File: src/common/dotmr_pkg.sv
// dual-output up/down pwm timer: shared constants, modes and carrier structs
// assumes one 25 MHz reference clock and no register bus; all settings are ports

package dotmr_pkg;

  localparam int CNT_W = 16;
  localparam int PRE_W = 12;
  localparam int DLY_W = 10;
  localparam int GROUP_N = 4;
  localparam int FLAG_N = 6;

  // flag bit positions
  localparam int FLAG_A = 0;
  localparam int FLAG_B = 1;
  localparam int FLAG_PERIOD = 2;
  localparam int FLAG_BOTTOM = 3;
  localparam int FLAG_CAPTURE = 4;
  localparam int FLAG_FORCE = 5;

  // reset values
  localparam logic [CNT_W-1:0] CNT_RST = 16'h0000;
  localparam logic [PRE_W-1:0] PRE_RST = 12'h000;
  localparam logic [DLY_W-1:0] DLY_RST = 10'h000;
  localparam logic [FLAG_N-1:0] FLAGS_RST = 6'h00;

  typedef enum logic [1:0] {
    MODE_INTERVAL = 2'h0,
    MODE_CAPTURE = 2'h1,
    MODE_ONESHOT = 2'h3,
    MODE_B2B = 2'h2
  } dotmr_mode_e;

  typedef enum logic [1:0] {
    UPD_WRITE = 2'h0,
    UPD_PERIOD = 2'h1,
    UPD_BOTTOM = 2'h2,
    UPD_RSVD = 2'h3
  } dotmr_upd_e;

  // input valid level / capture edge encodings
  localparam logic [1:0] INP_LOW_FALL = 2'h0;
  localparam logic [1:0] INP_HIGH_RISE = 2'h1;
  localparam logic [1:0] INP_BOTH = 2'h2;

  typedef struct packed {
    logic clock_source_select;
    dotmr_mode_e operating_mode_field;
    logic [PRE_W-1:0] prescaler_value;
    logic [CNT_W-1:0] period_value;
    logic [CNT_W-1:0] duty_a_value;
    logic [CNT_W-1:0] duty_b_value;
    logic start_level_a;
    logic start_level_b;
    logic output_a_enable;
    logic output_b_enable;
    logic inactive_level_a;
    logic inactive_level_b;
    dotmr_upd_e reload_timing_field;
    logic delay_insert_enable;
    logic delay_position_select;
    logic [DLY_W-1:0] output_delay_value;
    logic force_enable;
    logic [1:0] force_source_select;
    logic [1:0] input_valid_level;
    logic counter_share_enable;
    logic [1:0] share_master_select;
  } dotmr_cfg_s;

  typedef struct packed {
    logic [CNT_W-1:0] cnt;
    logic down;
    logic tick;
    logic pm;
    logic bot;
  } dotmr_share_s;

  typedef struct packed {
    logic ext_clk;
    logic [GROUP_N-1:0] inp;
  } dotmr_pins_s;

endpackage

File: src/hdl/dotmr_sync.sv
// two-flop synchroniser for the external clock and capture/force pins
// assumes pins are asynchronous to i_ref_clk
`timescale 1ns/1ps

module dotmr_sync (
  // clock and reset
  input wire logic i_ref_clk,
  input wire logic i_rst_n,
  // pins in, synchronised copy out
  input wire dotmr_pkg::dotmr_pins_s i_pins,
  output dotmr_pkg::dotmr_pins_s o_pins
);

  typedef struct packed {
    dotmr_pkg::dotmr_pins_s meta;
    dotmr_pkg::dotmr_pins_s sync;
  } dotmr_sync_s;

  dotmr_sync_s st_reg;
  dotmr_sync_s st_next;

  always_comb
  begin
    st_next.meta = i_pins;
    st_next.sync = st_reg.meta;
  end

  always_ff @(posedge i_ref_clk)
  begin
    if (!i_rst_n)
    begin
      st_reg <= '0;
    end
    else
    begin
      st_reg <= st_next;
    end
  end

  // only the second stage leaves this module
  assign o_pins = st_reg.sync;

endmodule // dotmr_sync

File: src/hdl/dotmr_timer.sv
// dual-output up/down pwm timer with prescaler, capture, force and counter sharing
// assumes settings are quasi-static ports; flags clear by a one-cycle write-one vector;
// sharing neighbours sit on the same clock and exchange o_share through i_share_group
`timescale 1ns/1ps

module dotmr_timer (
  // clock and reset
  input wire logic i_ref_clk,
  input wire logic i_rst_n,
  // software settings and commands
  input wire dotmr_pkg::dotmr_cfg_s i_cfg,
  input wire logic i_timer_enable_bit,
  input wire logic i_counter_clear_bit,
  input wire logic [dotmr_pkg::FLAG_N-1:0] i_flag_clear,
  // pins
  input wire logic i_external_count_clock,
  input wire logic [dotmr_pkg::GROUP_N-1:0] i_capture_force_input,
  // counter sharing group
  input wire dotmr_pkg::dotmr_share_s [dotmr_pkg::GROUP_N-1:0] i_share_group,
  output dotmr_pkg::dotmr_share_s o_share,
  // status
  output logic o_timer_enable_bit,
  output logic [dotmr_pkg::CNT_W-1:0] o_counter,
  output logic [dotmr_pkg::CNT_W-1:0] o_captured_count,
  output logic [dotmr_pkg::FLAG_N-1:0] o_flags,
  // pwm pins
  output logic o_pwm_output_a,
  output logic o_pwm_output_b
);

  ////////////////////////////////////////////////////////////////////////////
  // state

  typedef struct packed {
    logic en_prev;
    logic run;
    logic [dotmr_pkg::PRE_W-1:0] presc;
    dotmr_pkg::dotmr_share_s own;
    logic [dotmr_pkg::CNT_W-1:0] buf_period;
    logic [dotmr_pkg::CNT_W-1:0] buf_a;
    logic [dotmr_pkg::CNT_W-1:0] buf_b;
    logic [dotmr_pkg::CNT_W-1:0] cap;
    logic [dotmr_pkg::FLAG_N-1:0] flags;
    logic ext_prev;
    logic inp_prev;
    logic lvl_a;
    logic lvl_b;
    logic [dotmr_pkg::DLY_W-1:0] dcnt_a;
    logic [dotmr_pkg::DLY_W-1:0] dcnt_b;
    logic forced;
    logic pin_a;
    logic pin_b;
  } dotmr_state_s;

  dotmr_state_s st_reg;
  dotmr_state_s st_next;
  dotmr_pkg::dotmr_pins_s pins_q;

  ////////////////////////////////////////////////////////////////////////////
  // functions

  // compare level: start level while counter is below duty
  function automatic logic pwm_level(
    input logic [dotmr_pkg::CNT_W-1:0] cnt,
    input logic [dotmr_pkg::CNT_W-1:0] duty,
    input logic start
  );
    pwm_level = (cnt < duty) ? start : ~start;
  endfunction

  // one delay stage; returns {level, count}; selected edge waits dly+1 ticks
  function automatic logic [dotmr_pkg::DLY_W:0] delay_step(
    input logic raw,
    input logic cur,
    input logic [dotmr_pkg::DLY_W-1:0] dcnt,
    input logic hold_edge,
    input logic tick,
    input logic [dotmr_pkg::DLY_W-1:0] dly
  );
    logic lvl;
    logic [dotmr_pkg::DLY_W-1:0] c;
    lvl = cur;
    c = dcnt;
    if (raw == cur)
    begin
      c = dotmr_pkg::DLY_RST;
    end
    else if (!hold_edge)
    begin
      lvl = raw;
      c = dotmr_pkg::DLY_RST;
    end
    else if (tick)
    begin
      if (dcnt == dly)
      begin
        lvl = raw;
        c = dotmr_pkg::DLY_RST;
      end
      else
      begin
        c = dcnt + 10'h001;
      end
    end
    delay_step = {lvl, c};
  endfunction

  ////////////////////////////////////////////////////////////////////////////
  // pin synchroniser

  dotmr_sync u_sync (
    .i_ref_clk(i_ref_clk),
    .i_rst_n(i_rst_n),
    .i_pins({i_external_count_clock, i_capture_force_input}),
    .o_pins(pins_q)
  );

  ////////////////////////////////////////////////////////////////////////////
  // next state

  always_comb
  begin
    logic presc_tick;
    logic tick;
    logic clear;
    logic inp;
    logic inp_valid;
    logic cap_edge;
    logic upd;
    logic raw_a;
    logic raw_b;
    logic lead_a;
    logic lead_b;
    logic [dotmr_pkg::DLY_W:0] da;
    logic [dotmr_pkg::DLY_W:0] db;
    logic [dotmr_pkg::FLAG_N-1:0] ev;
    dotmr_pkg::dotmr_share_s eff;

    presc_tick = 1'b0;
    tick = 1'b0;
    clear = i_counter_clear_bit | ~st_reg.run;
    inp = 1'b0;
    inp_valid = 1'b0;
    cap_edge = 1'b0;
    upd = 1'b0;
    ev = '0;
    raw_a = 1'b0;
    raw_b = 1'b0;
    lead_a = 1'b0;
    lead_b = 1'b0;
    da = '0;
    db = '0;
    eff = '0;
    st_next = st_reg;

    // enable: rising edge starts, low stops; hardware may clear it in one-shot
    st_next.en_prev = i_timer_enable_bit;
    if (!i_timer_enable_bit)
    begin
      st_next.run = 1'b0;
    end
    else if (!st_reg.en_prev)
    begin
      st_next.run = 1'b1;
    end

    // count clock source
    st_next.ext_prev = pins_q.ext_clk;
    if (clear)
    begin
      st_next.presc = dotmr_pkg::PRE_RST;
    end
    else if (st_reg.presc == i_cfg.prescaler_value)
    begin
      st_next.presc = dotmr_pkg::PRE_RST;
      presc_tick = 1'b1;
    end
    else
    begin
      st_next.presc = st_reg.presc + 12'h001;
    end
    tick = st_reg.run & (i_cfg.clock_source_select ?
      (pins_q.ext_clk & ~st_reg.ext_prev) : presc_tick);

    // own counter; event bits are registered alongside the new count
    st_next.own.tick = 1'b0;
    st_next.own.pm = 1'b0;
    st_next.own.bot = 1'b0;
    if (clear)
    begin
      st_next.own.cnt = dotmr_pkg::CNT_RST;
      st_next.own.down = 1'b0;
    end
    else if (tick)
    begin
      st_next.own.tick = 1'b1;
      unique case (i_cfg.operating_mode_field)
        dotmr_pkg::MODE_B2B:
        begin
          if (!st_reg.own.down)
          begin
            if (st_reg.own.cnt == st_reg.buf_period)
            begin
              st_next.own.pm = 1'b1;
              st_next.own.down = 1'b1;
              st_next.own.cnt = st_reg.own.cnt - 16'h0001;
            end
            else
            begin
              st_next.own.cnt = st_reg.own.cnt + 16'h0001;
            end
          end
          else if (st_reg.own.cnt == 16'h0000)
          begin
            st_next.own.bot = 1'b1;
            st_next.own.down = 1'b0;
            st_next.own.cnt = 16'h0001;
          end
          else
          begin
            st_next.own.cnt = st_reg.own.cnt - 16'h0001;
          end
        end
        dotmr_pkg::MODE_INTERVAL,
        dotmr_pkg::MODE_CAPTURE,
        dotmr_pkg::MODE_ONESHOT:
        begin
          if (st_reg.own.cnt == st_reg.buf_period)
          begin
            st_next.own.pm = 1'b1;
            st_next.own.cnt = dotmr_pkg::CNT_RST;
            if (i_cfg.operating_mode_field == dotmr_pkg::MODE_ONESHOT)
            begin
              st_next.run = 1'b0;
            end
          end
          else
          begin
            st_next.own.cnt = st_reg.own.cnt + 16'h0001;
          end
        end
      endcase
    end

    // slaves run on the chosen master's registered counter and events
    eff = i_cfg.counter_share_enable ?
      i_share_group[i_cfg.share_master_select] : st_reg.own;

    // buffered period and duties
    unique case (i_cfg.reload_timing_field)
      dotmr_pkg::UPD_WRITE: upd = 1'b1;
      dotmr_pkg::UPD_PERIOD: upd = eff.pm;
      dotmr_pkg::UPD_BOTTOM: upd = eff.bot |
        (eff.pm & (i_cfg.operating_mode_field != dotmr_pkg::MODE_B2B));
      dotmr_pkg::UPD_RSVD: upd = 1'b0;
    endcase
    if (upd | ~st_reg.run)
    begin
      st_next.buf_period = i_cfg.period_value;
      st_next.buf_a = i_cfg.duty_a_value;
      st_next.buf_b = i_cfg.duty_b_value;
    end

    // match events follow the tick that produced the count
    ev[dotmr_pkg::FLAG_A] = st_reg.run & eff.tick & (eff.cnt == st_reg.buf_a);
    ev[dotmr_pkg::FLAG_B] = st_reg.run & eff.tick & (eff.cnt == st_reg.buf_b);
    ev[dotmr_pkg::FLAG_PERIOD] = eff.pm;
    ev[dotmr_pkg::FLAG_BOTTOM] = eff.bot;

    // capture and force input
    inp = pins_q.inp[i_cfg.force_source_select];
    st_next.inp_prev = inp;
    unique case (i_cfg.input_valid_level)
      dotmr_pkg::INP_LOW_FALL:
      begin
        inp_valid = ~inp;
        cap_edge = st_reg.inp_prev & ~inp;
      end
      dotmr_pkg::INP_HIGH_RISE:
      begin
        inp_valid = inp;
        cap_edge = ~st_reg.inp_prev & inp;
      end
      dotmr_pkg::INP_BOTH:
      begin
        inp_valid = 1'b0;
        cap_edge = st_reg.inp_prev ^ inp;
      end
      default:
      begin
        inp_valid = 1'b0;
        cap_edge = 1'b0;
      end
    endcase
    if (st_reg.run && cap_edge &&
        i_cfg.operating_mode_field == dotmr_pkg::MODE_CAPTURE)
    begin
      st_next.cap = eff.cnt;
      ev[dotmr_pkg::FLAG_CAPTURE] = 1'b1;
    end

    // force holds the outputs inactive until the period after the input clears
    if (!i_cfg.force_enable)
    begin
      st_next.forced = 1'b0;
    end
    else if (inp_valid)
    begin
      st_next.forced = 1'b1;
      ev[dotmr_pkg::FLAG_FORCE] = ~st_reg.forced;
    end
    else if (eff.pm)
    begin
      st_next.forced = 1'b0;
    end

    // sticky flags; a new event beats a clear in the same cycle
    st_next.flags = (st_reg.flags & ~i_flag_clear) | ev;

    // compare levels, then optional delay of one edge per channel
    raw_a = pwm_level(eff.cnt, st_reg.buf_a, i_cfg.start_level_a);
    raw_b = pwm_level(eff.cnt, st_reg.buf_b, i_cfg.start_level_b);
    if (!st_reg.run)
    begin
      raw_a = i_cfg.start_level_a;
      raw_b = i_cfg.start_level_b;
    end
    lead_a = (raw_a == i_cfg.start_level_a);
    lead_b = (raw_b == i_cfg.start_level_b);
    da = delay_step(raw_a, st_reg.lvl_a, st_reg.dcnt_a,
      i_cfg.delay_insert_enable & (lead_a ^ i_cfg.delay_position_select),
      eff.tick, i_cfg.output_delay_value);
    db = delay_step(raw_b, st_reg.lvl_b, st_reg.dcnt_b,
      i_cfg.delay_insert_enable & (lead_b ^ ~i_cfg.delay_position_select),
      eff.tick, i_cfg.output_delay_value);
    st_next.lvl_a = da[dotmr_pkg::DLY_W];
    st_next.dcnt_a = da[dotmr_pkg::DLY_W-1:0];
    st_next.lvl_b = db[dotmr_pkg::DLY_W];
    st_next.dcnt_b = db[dotmr_pkg::DLY_W-1:0];

    // pin levels; stopped timer parks at inactive level as well
    if (!i_cfg.output_a_enable || !st_reg.run || st_next.forced)
    begin
      st_next.pin_a = i_cfg.inactive_level_a;
    end
    else
    begin
      st_next.pin_a = da[dotmr_pkg::DLY_W];
    end
    if (!i_cfg.output_b_enable || !st_reg.run || st_next.forced)
    begin
      st_next.pin_b = i_cfg.inactive_level_b;
    end
    else
    begin
      st_next.pin_b = db[dotmr_pkg::DLY_W];
    end
  end

  ////////////////////////////////////////////////////////////////////////////
  // registers

  always_ff @(posedge i_ref_clk)
  begin
    if (!i_rst_n)
    begin
      st_reg <= '0;
    end
    else
    begin
      st_reg <= st_next;
    end
  end

  ////////////////////////////////////////////////////////////////////////////
  // outputs

  assign o_share = st_reg.own;
  assign o_timer_enable_bit = st_reg.run;
  assign o_counter = i_cfg.counter_share_enable ?
    i_share_group[i_cfg.share_master_select].cnt : st_reg.own.cnt;
  assign o_captured_count = st_reg.cap;
  assign o_flags = st_reg.flags;
  assign o_pwm_output_a = st_reg.pin_a;
  assign o_pwm_output_b = st_reg.pin_b;

endmodule // dotmr_timer

File: config.mk
export PLATFORM = sky130hd
export DESIGN_NAME = dotmr_timer
export DESIGN_NICKNAME = d
export VERILOG_FILES = /design/src/common/dotmr_pkg.sv /design/src/hdl/dotmr_sync.sv /design/src/hdl/dotmr_timer.sv
export SDC_FILE = /design/constraint.sdc
export NUM_CORES = 1
export LEC_CHECK = 0
export BUFFER_PORTS_ARGS = -buffer_cell sky130_fd_sc_hd__buf_2
export CAP_MARGIN = 20
export CORE_MARGIN = 4
export CORE_UTILIZATION = 30
export DETAILED_ROUTE_END_ITERATION = 10
export SYNTH_ARGS = -nofsm -noshare
export SYNTH_HDL_FRONTEND = slang
export SYNTH_SLANG_ARGS = --single-unit
export TNS_END_PERCENT = 1
File: constraint.sdc
create_clock -name i_ref_clk -period 3.2 [get_ports i_ref_clk]
set_input_delay 0 -clock i_ref_clk [delete_from_list [all_inputs] [get_ports i_ref_clk]]
set_output_delay 0 -clock i_ref_clk [all_outputs]
set_load 0.02 [all_outputs]
==> flow_metrics.tcl, run 1 <==
set metrics [dict create \
    status "finished clean" \
    crit_arrival_ps 3310 \
    initial_core_util 0.3063 \
    critPathLaunchType "flop" \
    cts_root_buffer "clkbuf_16" \
    grt_overflow 0 \
    fin_ws_ps 244.2 \
    synth_edf_count 0 \
    required_ps 3560 \
    cp-end-kind "flop" \
    synth_seq_cells 141 \
    grt_start_max_net_pins 93 \
    totalWireLength_mm 29.83 \
    die_w_um 177.1 \
    clockBufferDepth 2 \
    crit_end "st_reg[18]$_SDFFE_PP0P_" \
    crit_cells 10 \
    critPathBufInv 2 \
    crit_path_cell_trace "inv_1 -> o21ai_0 -> ha_1 -> o211ai_1 -> a21o_1 -> o211ai_1 -> nor3_1 -> o2111ai_1 -> buf_4 -> nor2_1" \
    worst_ir_drop_vdd_mv 0.3189 \
    core-area_um2 28010 \
    crit_top_cell "o211ai_1" \
    finalCritPeriodShare 0.9237 \
    path_delay_family "compound AO/OA/AOI/OAI gates" \
    timing.fmax_ghz 0.3383 \
    path_clk_slew_ps 60 \
    gp_congestion 0.9146 \
    dr.pass1.iters 5 \
    area_growth_pct 33.91 \
    min_path_cells 4 \
    cts_tree "yes" \
    fin_worst_skew_ps 10.27 \
    largest_reg_flops 86 \
    p_total_uw 4729 \
    r2r_cells 10 \
    rsz0062_at_grt "no" \
    wl_per_cell_um 18.31 \
    ant_nets 0 \
    dieArea_um2 31370 \
    synth_top_area_cell "dfxtp_1" \
    min_path_type "input pin to flop" \
    ff2ff_setup_slack_ps 240 \
    avgSynthCellArea_um2 9.166 \
    synth_area_leaders "dfxtp_1 (33%), mux2i_1 (8.2%), xor2_1 (6.2%)" \
    cts_buffers 17 \
    ys_seq_area_frac 0.3290 \
    dp_hpwl_mm 23.34 \
    cpMaxStageDelayCell "o21ai_0" \
    slew_violations 0 \
    critPathLaunch "o_share[6]$_SDFFE_PP0P_" \
    hold_slack_ps 10.93 \
    place_ws_ps -22.95 \
    critical_path_class "flop to flop" \
    port_buffers 242 \
    max_stage_delay_ps 820 \
    grt_pass1_vias 7749 \
    grtUsageTotal 0.1885 \
    ios 247 \
    first_iter_violations 388 \
    cts_sinks 141 \
    placed_cells 1523 \
    relSlewSlack 0.3270 \
    nets 1455 \
    drt-vias-per-instance 4.786 \
    antenna_found_initial 11 \
    synthCells 936 \
    leakagePower_uw 0.004943 \
    hold_violations 0 \
    synthArstFlopShare 0 \
    cts_resized 0 \
    drive_gt1_frac 0.3062 \
    path_max_fanout 8 \
    die_y_um 177.1 \
    yosys_warnings 0 \
    grt_pass1_wl_mm 45.17 \
    fin_crit_ps 2956 \
    synth_ff_type "dfxtp_1" \
    drc 0 \
    stdcell_count 1629 \
    rr_startpoint "o_share[6]$_SDFFE_PP0P_" \
    final-setup-viol-count 0 \
    htree_levels 4 \
    synth_fp_nets 1161 \
    clk-insertion-delay-late_ps 420 \
    syn_area_um2 8579 \
    vias 7797 \
    ys_types 65 \
    powerDensity_nw_per_um2 411.7 \
    netlist.area_leader.share 0.3290 \
    maxCapViolations 0 \
    regToRegEndpoint "st_reg[18]$_SDFFE_PP0P_" \
    worstMarginPinSlew_ps 999.0 \
    post-route-util 0.4101 \
    rows 61 \
]
per-stage QoR:
step	area, µm²	setup TNS [ps]
4_1_cts	11460	0
6_report	11490	0
2_1_floorplan	8589	0
3_5_place_dp	10190	-79.97
5_1_grt	11480	0
3_3_place_gp	10190	0
placed cells by master (no fill, tap or decap), drive strengths merged, types with 14 or more instances in the layout:
cell,instances
a21oi,34
and2,19
and3,14
buf,300
clkbuf,21
dfxtp,141
dlygate4sd3,66
ha,39
inv,46
mux2,14
mux2i,71
mux4,20
nand2,44
nand3,25
nand4,17
nor2,58
nor2b,70
nor3,14
nor4,15
o21ai,29
xnor2,23
xor2,61
synthesized netlist by cell type (all sizes together), types with 9 or more instances:
master    n
xnor2    23
mux2     14
clkbuf   30
ha       39
nor2     58
nor3     14
nand2    44
buf      61
a31oi     9
o21ai    29
mux2i    71
nand3    25
and3     14
xor2     61
nor4     15
mux4     20
inv      46
a21oi    34
dfxtp   141
nand4    17
nor2b    70
and2     19
kinds of logic after synthesis:
group                      count (synthesis)  synth area share
and+or+nand+nor                          313            0.2021
DFF                                      141            0.3290
buffers and inverters                    137           0.08575
AOI/OAI and AO/OA                        117           0.08634
muxes                                    105            0.1541
xor gates and xnor gates                  84           0.08575
adders and majority gates                 39           0.05688
repair_timing:
| action | 4_1_cts | 5_1_grt |
|---|---|---|
| setup buffers | 0 | 0 |
| hold endpoints to repair | 69 | 0 |
| hold buffers | 66 | 0 |
tightest hold or removal path, cell delays in order:
cell and delay (ps):
buf_2 120, nor2_1 60, nand2_1 140, inv_1 50
report_power, final:
group	switching [µW]	total (µW)	internal [µW]
combinational	377	781	404
clock	798	2100	1300
sequential	33.6	1850	1810
area by class of cell:
| class | instances | area [µm²] |
|---|---|---|
| fillers | 2840 | 16520 |
| multi-input cells | 658 | 5034 |
| flip-flops and latches | 141 | 2823 |
| repair buffers | 366 | 2345 |
| clock buffers | 21 | 480.5 |
| well taps | 378 | 473.0 |
| inverters | 46 | 172.7 |
| clock inverters | 9 | 136.4 |
| diodes | 10 | 25.02 |
routing by layer:
| layer | part of all wire | routed length, µm | track usage |
|---|---|---|---|
| met5 | 0.0011 | 32 | 0 |
| met1 | 0.43 | 12830 | 0.2367 |
| met4 | 0.026 | 777 | 0.05964 |
| met2 | 0.48 | 14360 | 0.3182 |
| met3 | 0.061 | 1834 | 0.04721 |
how the worst min path moves through the flow:
stage	to	startpoint	slack, ps
floorplan	st_reg[130]$_SDFF_PN0_	i_timer_enable_bit	110
global placement	u_sync.st_next[1]$_SDFF_PN0_	i_capture_force_input[1]	210
detailed placement	u_sync.st_next[1]$_SDFF_PN0_	i_capture_force_input[1]	220
CTS	o_share[2]$_SDFF_PP0_	i_counter_clear_bit	3
global route	o_share[1]$_SDFF_PP0_	i_counter_clear_bit	40
finish	o_share[2]$_SDFF_PP0_	i_counter_clear_bit	10
Power figures use the tool's default switching activity.
==> inputs of run 2 (changes only) <==
--- a/config.mk
+++ b/config.mk
@@ -10,6 +10,7 @@
 export CORE_MARGIN = 4
 export CORE_UTILIZATION = 30
 export DETAILED_ROUTE_END_ITERATION = 10
+export PLACE_DENSITY = 0.51
 export SYNTH_ARGS = -nofsm -noshare
 export SYNTH_HDL_FRONTEND = slang
 export SYNTH_SLANG_ARGS = --single-unit
==> flow_metrics.tcl, run 2 (synthesis gave the netlist of run 1 again) <==
set metrics [dict create \
    htree_levels 4 \
    relSlewSlack 0.4440 \
    hold_start "i_cfg[7]" \
    crit_cells 16 \
    worstMarginPinSlew_ps 834.0 \
    clockBufferDepth 2 \
    powerDensity_nw_per_um2 403.9 \
    final_area_um2 11490 \
    rr_startpoint "o_share[12]$_SDFFE_PP0P_" \
    leakagePower_uw 0.004960 \
    cts_buffers 17 \
    placed_cells 1526 \
    maxCapViolations 0 \
    die_w_um 177.1 \
    cts_tree "yes" \
    drc 0 \
    cp-end-kind "flop" \
    ff2ff_setup_slack_ps 170 \
    setup_tns_ps 0 \
    path_max_fanout 10 \
    crit_arrival_ps 3420 \
    seq_area_um2 2823 \
    critPathLaunchType "input pin" \
    fin_worst_skew_ps 13.59 \
    timing.fmax_ghz 0.3261 \
    r2r_cells 12 \
    area_growth_pct 33.94 \
    clk-insertion-delay-late_ps 420 \
    grtUsageTotal 0.1850 \
    clkPwrFrac 0.432 \
    final_cell_mix "buf_2 (242), dfxtp_1 (141), mux2i_1 (70), nor2b_1 (70), dlygate4sd3_1 (64)" \
    initial_core_util 0.3063 \
    gp_congestion 0.9134 \
    wl_per_cell_um 18.01 \
    ios 247 \
    status "finished clean" \
    port_buffers 242 \
    grt_start_max_net_pins 93 \
    worst_ir_drop_vdd_mv 0.2536 \
    core-area_um2 28010 \
    fillers 2884 \
    die_y_um 177.1 \
    min_path_cells 4 \
    cts_sinks 141 \
    hold_slack_ps 26.14 \
    drive_gt1_frac 0.3130 \
    drt-vias-per-instance 4.784 \
    power_frac_comb 0.170 \
    fin_crit_ps 3066 \
    totalWireLength_mm 29.27 \
    cts_root_buffer "clkbuf_16" \
    intPower_uw 3384 \
    p_seq_frac 0.398 \
    critPathLaunch "i_cfg[0]" \
    multi_input_area_um2 5056 \
    required_ps 3560 \
    grt_pass1_wl_mm 44.99 \
    power.switching_uw 1257 \
    dr.pass1.iters 4 \
    rows 61 \
    vias 7774 \
    slew_violations 0 \
    critical_path_class "input pin to flop" \
    layout_commonest_cell "buf_2" \
    finalCritPeriodShare 0.9582 \
    path_clk_slew_ps 70 \
    dieArea_um2 31370 \
    final-setup-viol-count 0 \
    critPathBufInv 6 \
    min_path_type "input pin to flop" \
    first_iter_violations 430 \
    dp_hpwl_mm 23.23 \
    placed_cell_area_um2 10220 \
    antenna_found_initial 1 \
    rsz0062_at_grt "no" \
    largest_reg_flops 86 \
    nets 1459 \
    grt_pass1_vias 7832 \
    regToRegEndpoint "o_pwm_output_a$_SDFF_PN0_" \
    max_stage_delay_ps 570 \
    crit_path_cell_trace "buf_2 -> buf_12 -> buf_12 -> mux4_2 -> mux2_2 -> buf_4 -> ha_1 -> and4_4 -> nand4_1 -> a21o_1 -> o211ai_1 -> buf_4 -> xor2_2 -> nand3_1 -> a31oi_1 -> dlygate4sd3_1" \
    cpMaxStageDelayCell "dlygate4sd3_1" \
    hold_violations 0 \
    ant_nets 0 \
    stdcell_count 1625 \
    path_delay_family "buffers and inverters" \
    grt_overflow 0 \
    switching_share 0.2709 \
    crit_end "o_pwm_output_a$_SDFF_PN0_" \
]
-- run 2: routing by layer --
| layer | global-route usage | wire length (µm) | vias to the layer above |
|---|---|---|---|
| met5 | 0 | 0 | - |
| met4 | 0.05996 | 677 | 0 |
| met3 | 0.04209 | 1774 | 31 |
| met2 | 0.3000 | 13490 | 217 |
| met1 | 0.2446 | 13330 | 3692 |
| li1 | - | - | 3834 |
-- run 2: power by group through the flow --
| stage | Combinational [µW] | Clock (µW) | Sequential (µW) |
|---|---|---|---|
| 6_report | 790 | 2000 | 1850 |
| 5_1_grt | 870 | 2130 | 1850 |
| 4_1_cts | 787 | 2050 | 1850 |
| 3_5_place_dp | 721 | 0 | 1890 |
| 3_3_place_gp | 713 | 0 | 1890 |
| 2_1_floorplan | 409 | 0 | 1880 |
-- run 2: worst min path at each step --
stage	end	slack, ps
CTS	st_reg[2]$_SDFF_PN0_	0.4
floorplan	st_reg[130]$_SDFF_PN0_	110
global placement	u_sync.st_next[2]$_SDFF_PN0_	210
global route	st_reg[2]$_SDFF_PN0_	50
finish	st_reg[2]$_SDFF_PN0_	30
detailed placement	u_sync.st_next[3]$_SDFF_PN0_	210
-- run 2: per-stage QoR --
stage               power, µW  worst slack (ps)  utilization
finish                   4641             133.9       0.4102
global route             4855             8.792       0.4102
CTS                      4687             55.03       0.4085
detailed placement       2609            -16.65       0.3649
global placement         2600             23.67       0.3649
floorplan                2287             46.72            -
-- run 2: worst min-delay path: stages --
cell,delay [ps]
buf_2,110
nand3_1,70
and2_1,160
nor2b_1,50
-- run 2: area by class of cell --
| class | count | share of cell area |
|---|---|---|
| diodes | 1 | 0.0002178 |
| clock buffers | 17 | 0.03702 |
| clock inverters | 14 | 0.01361 |
| inverters | 46 | 0.01503 |
| multi-input cells | 658 | 0.4400 |
| flip-flops and latches | 141 | 0.2456 |
| well taps | 378 | 0.04116 |
| repair buffers | 370 | 0.2073 |
-- run 2: what timing repair did --
action                     4_1_cts  5_1_grt
hold endpoints to repair        67        0
setup endpoints to repair        0        1
hold buffers                    64        0
gates resized for setup          0        4
buffers inserted                 0        3
